## src/thbm_pkg.sv

```systemverilog
// Package for the two-hand control block with bypass and muting.
// Assumes a single system clock; used by thbm_top, the field model and the bench.
package thbm_pkg;

	// ----------------------------------------------------------------
	// Register map
	// ----------------------------------------------------------------
	localparam int ADDR_W = 8;
	localparam int DATA_W = 32;
	localparam logic [7:0] CTRL_OFS = 8'h00;
	localparam logic [7:0] STAT_OFS = 8'h04;

	// ----------------------------------------------------------------
	// Control register fields and reset values
	// ----------------------------------------------------------------
	localparam int CTRL_GATE_EN_BIT = 0;
	localparam int CTRL_BYP_EN_BIT = 1;
	localparam int CTRL_CNT_LSB = 2;
	localparam int CTRL_CNT_W = 2;
	localparam int CTRL_MSEL_LSB = 4;
	localparam logic CTRL_GATE_EN_RST = 1'b0;
	localparam logic CTRL_BYP_EN_RST = 1'b0;
	localparam logic [1:0] CTRL_CNT_RST = 2'h0;
	localparam logic [3:0] CTRL_MSEL_RST = 4'h0;

	// ----------------------------------------------------------------
	// Status register fields
	// ----------------------------------------------------------------
	localparam int STAT_OUT_BIT = 0;
	localparam int STAT_ARM_BIT = 1;
	localparam int STAT_STOP_BIT = 2;
	localparam int STAT_GATE_BIT = 3;
	localparam int STAT_BYP_BIT = 4;
	localparam int STAT_MUTE_BIT = 5;
	localparam int STAT_BYPBLK_BIT = 6;
	localparam int STAT_STA_LSB = 8;

	// ----------------------------------------------------------------
	// Timing: synchroniser depth before inputs count as valid
	// ----------------------------------------------------------------
	localparam int SYNC_STAGES = 2;
	localparam int MAX_STATIONS = 4;

	// ----------------------------------------------------------------
	// Carriers
	// ----------------------------------------------------------------
	typedef struct packed {
		logic [3:0] stations;
		logic stop_device;
		logic gate;
		logic bypass_switch;
		logic mute_sensors;
		logic mute_enable;
	} thbm_in_s;

	typedef struct packed {
		logic gate_en;
		logic byp_en;
		logic [1:0] cnt_m1;
		logic [3:0] mute_sel;
	} thbm_cfg_s;

endpackage

```

## src/thbm_top.sv

```systemverilog
// Two-hand control logic with bypass of the first station and muting.
// Field inputs are asynchronous to mclk_i; registers sit on a plain port
// with read data one cycle after the read strobe.
//
// Overview of operation
// - Stations act only through this block or via bypass; four at most.
// - With gating configured, gating input must be on before output on.
// - Unmuted station or stop device leaving Run forces output off.
// - Stop device must be in Run before stations can switch on.
// - Bypass switch may reach Run before or after stop device.
// - With stop device in Run, last of station or bypass starts output.
// - Bypassed station and bypass switch together turn both outputs off.
// - Bypass block on only when exactly one of station or bypass is Run.
// - Bypassing first station lets second station alone start output.
// - Unbypassed first station must be actuated together with second.
// - First station and bypass both Run prevent or end output.
// - Only selected stations are muted; others keep turn-off authority.
// - Actuating all stations starts a cycle regardless of mute enable.
// - After release, mute sensors hold output only with mute enable on.
// - Stations in Run at power-up keep output off.
// - After power-up stations must go Stop then Run before output.
// - No manual reset; output follows two-hand logic directly.
// - All selected stations must be actuated before output on.
// - Gating off means station actuation changes nothing.
// - Output on and unmuted station input off turns output off.
// - After gating returns, output stays off until stations cycle.
//
// The plain strobed port and the placing of the registers were chosen for this implementation.
`timescale 1ns/1ps
`default_nettype none

module thbm_top #(
	parameter int NSTA = thbm_pkg::MAX_STATIONS
) (
	input wire logic mclk_i,
	input wire logic arst_n_i,
	input wire thbm_pkg::thbm_in_s field_i,
	input wire logic [thbm_pkg::ADDR_W-1:0] addr_i,
	input wire logic [thbm_pkg::DATA_W-1:0] wdata_i,
	input wire logic wr_i,
	input wire logic rd_i,
	output logic [thbm_pkg::DATA_W-1:0] rdata_o,
	output logic safety_output_o,
	output logic bypass_block_o
);

	// ----------------------------------------------------------------
	// Elaboration check
	// ----------------------------------------------------------------
	if (NSTA < 1 || NSTA > thbm_pkg::MAX_STATIONS)
	begin : g_bad
		$error("NSTA must be 1 to 4");
	end

	// ----------------------------------------------------------------
	// Input synchroniser
	// ----------------------------------------------------------------
	thbm_pkg::thbm_in_s meta_r, meta_nxt;
	thbm_pkg::thbm_in_s smp_r, smp_nxt;
	logic [thbm_pkg::SYNC_STAGES-1:0] vld_r, vld_nxt;

	always_comb
	begin
		meta_nxt = field_i;
		smp_nxt = meta_r;
		vld_nxt = {vld_r[thbm_pkg::SYNC_STAGES-2:0], 1'b1};
	end

	// Sampled every clock; the first stage feeds only the second
	always_ff @(posedge mclk_i or negedge arst_n_i)
	begin
		if (!arst_n_i)
		begin
			meta_r <= '0;
			smp_r <= '0;
			vld_r <= '0;
		end
		else
		begin
			meta_r <= meta_nxt;
			smp_r <= smp_nxt;
			vld_r <= vld_nxt;
		end
	end

	// Reset values of the sampler look like released stations, so
	// arming waits until real samples have arrived
	logic vld;
	assign vld = vld_r[thbm_pkg::SYNC_STAGES-1];

	// ----------------------------------------------------------------
	// Control register
	// ----------------------------------------------------------------
	thbm_pkg::thbm_cfg_s cfg_r, cfg_nxt;

	always_comb
	begin
		cfg_nxt = cfg_r;
		if (wr_i && addr_i == thbm_pkg::CTRL_OFS)
		begin
			cfg_nxt.gate_en = wdata_i[thbm_pkg::CTRL_GATE_EN_BIT];
			cfg_nxt.byp_en = wdata_i[thbm_pkg::CTRL_BYP_EN_BIT];
			cfg_nxt.cnt_m1 = wdata_i[thbm_pkg::CTRL_CNT_LSB +: thbm_pkg::CTRL_CNT_W];
			cfg_nxt.mute_sel = wdata_i[thbm_pkg::CTRL_MSEL_LSB +: 4];
		end
	end

	always_ff @(posedge mclk_i or negedge arst_n_i)
	begin
		if (!arst_n_i)
		begin
			cfg_r.gate_en <= thbm_pkg::CTRL_GATE_EN_RST;
			cfg_r.byp_en <= thbm_pkg::CTRL_BYP_EN_RST;
			cfg_r.cnt_m1 <= thbm_pkg::CTRL_CNT_RST;
			cfg_r.mute_sel <= thbm_pkg::CTRL_MSEL_RST;
		end
		else
		begin
			cfg_r <= cfg_nxt;
		end
	end

	// ----------------------------------------------------------------
	// Station evaluation
	// ----------------------------------------------------------------
	logic [3:0] mask;
	logic [3:0] raw;
	logic [3:0] eff;
	logic [3:0] msel;
	logic conflict;

	genvar gi;
	for (gi = 0; gi < 4; gi++)
	begin : g_sta
		// Stations beyond NSTA or the configured count never count
		assign mask[gi] = (gi < NSTA) && (gi <= int'(cfg_r.cnt_m1));
		assign raw[gi] = smp_r.stations[gi] & mask[gi];
		assign msel[gi] = cfg_r.mute_sel[gi] & mask[gi];
		if (gi == 0)
		begin : g_byp
			// First station may be replaced by the bypass switch, never both
			assign eff[gi] = cfg_r.byp_en ?
				(raw[gi] ^ smp_r.bypass_switch) : raw[gi];
		end
		else
		begin : g_dir
			assign eff[gi] = raw[gi];
		end
	end

	assign conflict = cfg_r.byp_en & raw[0] & smp_r.bypass_switch;

	logic all_eff;
	logic unmuted_ok;
	logic muted_ok;
	logic raw_off;
	logic gate_ok;
	logic stop_ok;
	logic mute_act;

	always_comb
	begin
		all_eff = &(eff | ~mask);
		unmuted_ok = &(eff | ~mask | msel);
		muted_ok = &(eff | ~mask | ~msel);
		raw_off = ~|raw;
		gate_ok = !cfg_r.gate_en || smp_r.gate;
		stop_ok = smp_r.stop_device;
		mute_act = smp_r.mute_enable & smp_r.mute_sensors;
	end

	// ----------------------------------------------------------------
	// Sequencing and output
	// ----------------------------------------------------------------
	logic arm_r, arm_nxt;
	logic out_r, out_nxt;
	logic bblk_r, bblk_nxt;
	logic start;
	logic hold;

	always_comb
	begin
		// Arming uses the raw stations, so the bypass switch may settle
		// in any order against the stop device
		arm_nxt = arm_r;
		if (vld && raw_off)
		begin
			arm_nxt = 1'b1;
		end
		else if (!stop_ok || !gate_ok)
		begin
			arm_nxt = 1'b0;
		end
		start = arm_r && stop_ok && gate_ok && all_eff && !conflict;
		hold = out_r && stop_ok && gate_ok && !conflict && unmuted_ok &&
			(muted_ok || mute_act);
		out_nxt = start || hold;
		bblk_nxt = cfg_r.byp_en && eff[0] && !conflict;
	end

	// Arm starts cleared: stations held at power-up cannot start
	always_ff @(posedge mclk_i or negedge arst_n_i)
	begin
		if (!arst_n_i)
		begin
			arm_r <= 1'b0;
			out_r <= 1'b0;
			bblk_r <= 1'b0;
		end
		else
		begin
			arm_r <= arm_nxt;
			out_r <= out_nxt;
			bblk_r <= bblk_nxt;
		end
	end

	assign safety_output_o = out_r;
	assign bypass_block_o = bblk_r;

	// ----------------------------------------------------------------
	// Register read port
	// ----------------------------------------------------------------
	logic [thbm_pkg::DATA_W-1:0] rdata_r, rdata_nxt;

	always_comb
	begin
		rdata_nxt = '0;
		if (rd_i && addr_i == thbm_pkg::CTRL_OFS)
		begin
			rdata_nxt[thbm_pkg::CTRL_GATE_EN_BIT] = cfg_r.gate_en;
			rdata_nxt[thbm_pkg::CTRL_BYP_EN_BIT] = cfg_r.byp_en;
			rdata_nxt[thbm_pkg::CTRL_CNT_LSB +: thbm_pkg::CTRL_CNT_W] = cfg_r.cnt_m1;
			rdata_nxt[thbm_pkg::CTRL_MSEL_LSB +: 4] = cfg_r.mute_sel;
		end
		else if (rd_i && addr_i == thbm_pkg::STAT_OFS)
		begin
			rdata_nxt[thbm_pkg::STAT_OUT_BIT] = out_r;
			rdata_nxt[thbm_pkg::STAT_ARM_BIT] = arm_r;
			rdata_nxt[thbm_pkg::STAT_STOP_BIT] = smp_r.stop_device;
			rdata_nxt[thbm_pkg::STAT_GATE_BIT] = smp_r.gate;
			rdata_nxt[thbm_pkg::STAT_BYP_BIT] = smp_r.bypass_switch;
			rdata_nxt[thbm_pkg::STAT_MUTE_BIT] = mute_act;
			rdata_nxt[thbm_pkg::STAT_BYPBLK_BIT] = bblk_r;
			rdata_nxt[thbm_pkg::STAT_STA_LSB +: 4] = smp_r.stations;
		end
	end

	always_ff @(posedge mclk_i or negedge arst_n_i)
	begin
		if (!arst_n_i)
		begin
			rdata_r <= '0;
		end
		else
		begin
			rdata_r <= rdata_nxt;
		end
	end

	assign rdata_o = rdata_r;
endmodule

`default_nettype wire

```

## config.mk

```make
export PLATFORM = sky130hd
export DESIGN_NAME = thbm_top
export DESIGN_NICKNAME = d
export VERILOG_FILES = /design/src/thbm_pkg.sv /design/src/thbm_top.sv
export SDC_FILE = /design/constraint.sdc
export NUM_CORES = 1
export LEC_CHECK = 0
export BUFFER_PORTS_ARGS = -buffer_cell sky130_fd_sc_hd__clkbuf_2
export CORE_MARGIN = 3
export CORE_UTILIZATION = 44
export DETAILED_ROUTE_END_ITERATION = 10
export PLACE_DENSITY_LB_ADDON = 0.12
export SYNTH_ARGS = -nofsm -noshare
export SYNTH_HDL_FRONTEND = slang
export SYNTH_SLANG_ARGS = --single-unit
```

## constraint.sdc

```tcl
create_clock -name mclk_i -period 1.26 [get_ports mclk_i]
set_input_delay 0.126 -clock mclk_i [delete_from_list [all_inputs] [get_ports mclk_i]]
set_output_delay 0.126 -clock mclk_i [all_outputs]
set_load 0.03 [all_outputs]
```

==> impl_results.md <==
* Yosys cell types at 30
* Commonest cells after routing, fill and taps aside: 42 x dfrtp_1, 41 x clkbuf_2, 21 x conb_1
* Core area at 0.00352 sq mm
* Syn avg cell area at 14.2 sq um
* Vias in the first global route at 1025
* Pre-CTS setup slack at -0.345 ns
* Share of layout cells above drive strength 1 at 38.3%
* Delay-heaviest family, CP: simple AND/OR/NAND/NOR gates
* Status: finished with violations
* Failing checks: setup timing
* Register bit total from synthesis at 43
* Cells after DPL at 211
* Routed vias at 1043
* Port Buffer Count at 42
* Number of H-tree levels at 2
* Vias/cell at 4.55
* Tmin final at 1.30 ns
* Critical Path AT at 1.47 ns
* Slowest CP cell: or4_4
* Hold violation count in the final report at 0
* Die height at 68.1 um
* Root Driver: clkbuf_8
* CTS tree: yes
* Ys Warns at 0
* Post-route antenna net violation count at 0
* Sequence of cells on the critical path: buf_6, or4_4, nor3_4, nand3_4, mux2_4
* Die Wd at 68.1 um
* Slew Limit Fails at 0
* Most common cell after layout, fill and taps aside: dfrtp_1
* Clock sink count at 43
* Hold WS at 0.0692 ns
* DP HPWL at 2240 um
* Final period util at 103%
* Crit-path max cell delay at 0.53 ns
* Initial antenna violation count at 0
* N_diodes at 0
* Leakage at 1.11 nW
* Fmax at 772 MHz
* CP Class: in -> reg
* Largest net degree at the start of global routing at 44
* CTS clock-pin slew for the worst setup and hold paths at 0.08 ns
* RePlAce Congestion at 0.855
* Worst-Skew Late Latency at 0.28 ns
* Die area at 0.00464 sq mm
* 1st-iter DRT viols at 45
* R2R cell count at 4
* Buf+Inv Stages, Crit Path at 1
* CP Capture Type: register
* Nets at 235
* Worst hold path type: in -> reg
* Startpoint types: input port
* Seq/Total Area, Yosys at 63.3%
* CP Max Fanout at 8
* Clock buffer count from CTS at 5
* Final Worst Setup Slack at -0.0357 ns
* Grt total ovfl at 0
* VDD IR max at 689 uV
* Power, Total at 0.00265 W
* Finished Core Util at 61.2%
* Wire length per cell at 12.7 um
* Post-Syn Area at 0.00170 sq mm
* Final setup violation count at 8
* DRC violations left at 0
* I/O pin total at 87
* Total track usage at 13.9%
* WP depth at 5
* P&R area growth vs syn at 26.7%
* RSZ-0062 raised after global routing: yes
* Max_cap viols at 0
* Drt total wl at 2910 um
* First-pass GRT wire length at 4570 um
* Crit path required time at 1.43 ns
* Placement Rows at 21
* Drt first pass iters at 4
* Initial Utilization at 48.3%
* Synth Instances at 120
* Clk buf depth at 2
* Final setup skew at 0.00566 ns
* Cell Count, Final, Fillers Out at 229
* Hold path cells at 2
* Pwr Density at 1230 mW/mm^2
[per-layer routing]
layer  up-vias  GRT usage (%)  wire length (um)
li1        497              -                 -
met1       493           16.1              1130
met2        49           23.8              1500
met3         4           3.78               242
met4         0           6.70                43
met5         -              0                 0
[Yosys cell counts]
cell type | number | area, sq um
buf_6 | 1 | 11.3
nor4_1 | 1 | 6.26
nand3_4 | 1 | 17.5
nor2_1 | 3 | 11.3
and4bb_1 | 1 | 12.5
nand3_1 | 2 | 10.0
a32o_1 | 1 | 10.0
dfrtp_1 | 43 | 1080
a31o_1 | 1 | 8.76
and4b_1 | 1 | 10.0
o211ai_1 | 2 | 15.0
a21boi_0 | 1 | 7.51
xor2_1 | 1 | 8.76
a311oi_1 | 3 | 26.3
a21oi_1 | 1 | 5.00
nand2_1 | 5 | 18.8
inv_1 | 2 | 7.51
or4_4 | 1 | 11.3
a22o_1 | 6 | 52.6
nand2b_1 | 1 | 6.26
nor3b_1 | 1 | 7.51
o2111ai_1 | 1 | 8.76
and2_1 | 6 | 37.5
mux2_4 | 8 | 120
nor3_4 | 1 | 16.3
conb_1 | 2 | 7.51
xnor2_1 | 1 | 8.76
nor3_1 | 1 | 5.00
buf_2 | 1 | 5.00
buf_4 | 20 | 150
[worst paths after layout]
| path | startpoint | to | slack [ns] |
|---|---|---|---|
| hold / removal | wdata_i[1] | cfg_r[6]$_DFFE_PN0P_ | 0.07 |
| setup reg to reg | cfg_r[5]$_DFFE_PN0P_ | safety_output_o$_DFF_PN0_ | 0.08 |
| max in group asynchronous | arst_n_i | cfg_r[4]$_DFFE_PN0P_ | 0.70 |
| min in group asynchronous | arst_n_i | rdata_o[0]$_DFF_PN0_ | 0.35 |
| hold reg to reg | meta_r[1]$_DFF_PN0_ | smp_r[1]$_DFF_PN0_ | 0.35 |
| setup / recovery | addr_i[7] | cfg_r[2]$_DFFE_PN0P_ | -0.04 |
[worst reg2reg max path, delay by kind of cell, from the launching register on]
family / cells / cell delay [ns]
flops: 1 / 0.44
compound gates: 3 / 0.55
simple gates: 1 / 0.09
[state kept, by name, summed over array words and instances (netlist names)]
register / count
safety_output_o: 1
raw: 1
arm_r: 1
cfg_r: 8
stop_ok: 1
meta_r: 9
rdata_o: 12
bypass_block_o: 1
smp_r: 7
vld_r: 2
[layout make-up]
cell class / instances / area, sq um
clock inverters: 1 / 7.51
fillers: 283 / 1370
inverters: 2 / 7.51
well taps: 46 / 57.6
flip-flops and latches: 43 / 1080
multi-input cells: 72 / 526
repair buffers: 58 / 382
clock buffers: 7 / 96.3
[where the power goes]
group,switching (W),internal [W],total (W)
clock network,0.000428,0.000498,0.000926
registers,0.0000390,0.00143,0.00147
logic,0.000157,0.0000996,0.000256
total,0.000623,0.00203,0.00265
[kinds of logic (layout without fill, tap and decap cells)]
group,count (synthesis),after routing,share of synthesized area (%)
xor gates and xnor gates,2,2,1.03
AOI/OAI and AO/OA,16,16,7.88
muxes,8,8,7.07
DFF,43,43,63.3
and+or+nand+nor,25,25,10.0
buffers and inverters,24,68,10.2
other,2,21,0.442
[timing repair]
| action | 4_1_cts | 5_1_grt |
|---|---|---|
| gates cloned | 0 | 0 |
| hold buffers | 10 | 0 |
| setup endpoints to repair | 8 | 17 |
| pin swaps | 0 | 1 |
| buffers inserted | 0 | 0 |
| endpoints found under the hold margin | 52 | 0 |
| resized for setup | 0 | 6 |
[per-stage QoR]
stage          instance area, sq um  TNS, ns
6_report                       2150   -0.246
5_1_grt                        2150   -0.991
4_1_cts                        2130   -0.244
3_5_place_dp                   1930    -5.73
3_3_place_gp                   1930    -5.31
2_1_floorplan                  1770    -2.79
Power figures use the tool's default switching activity.
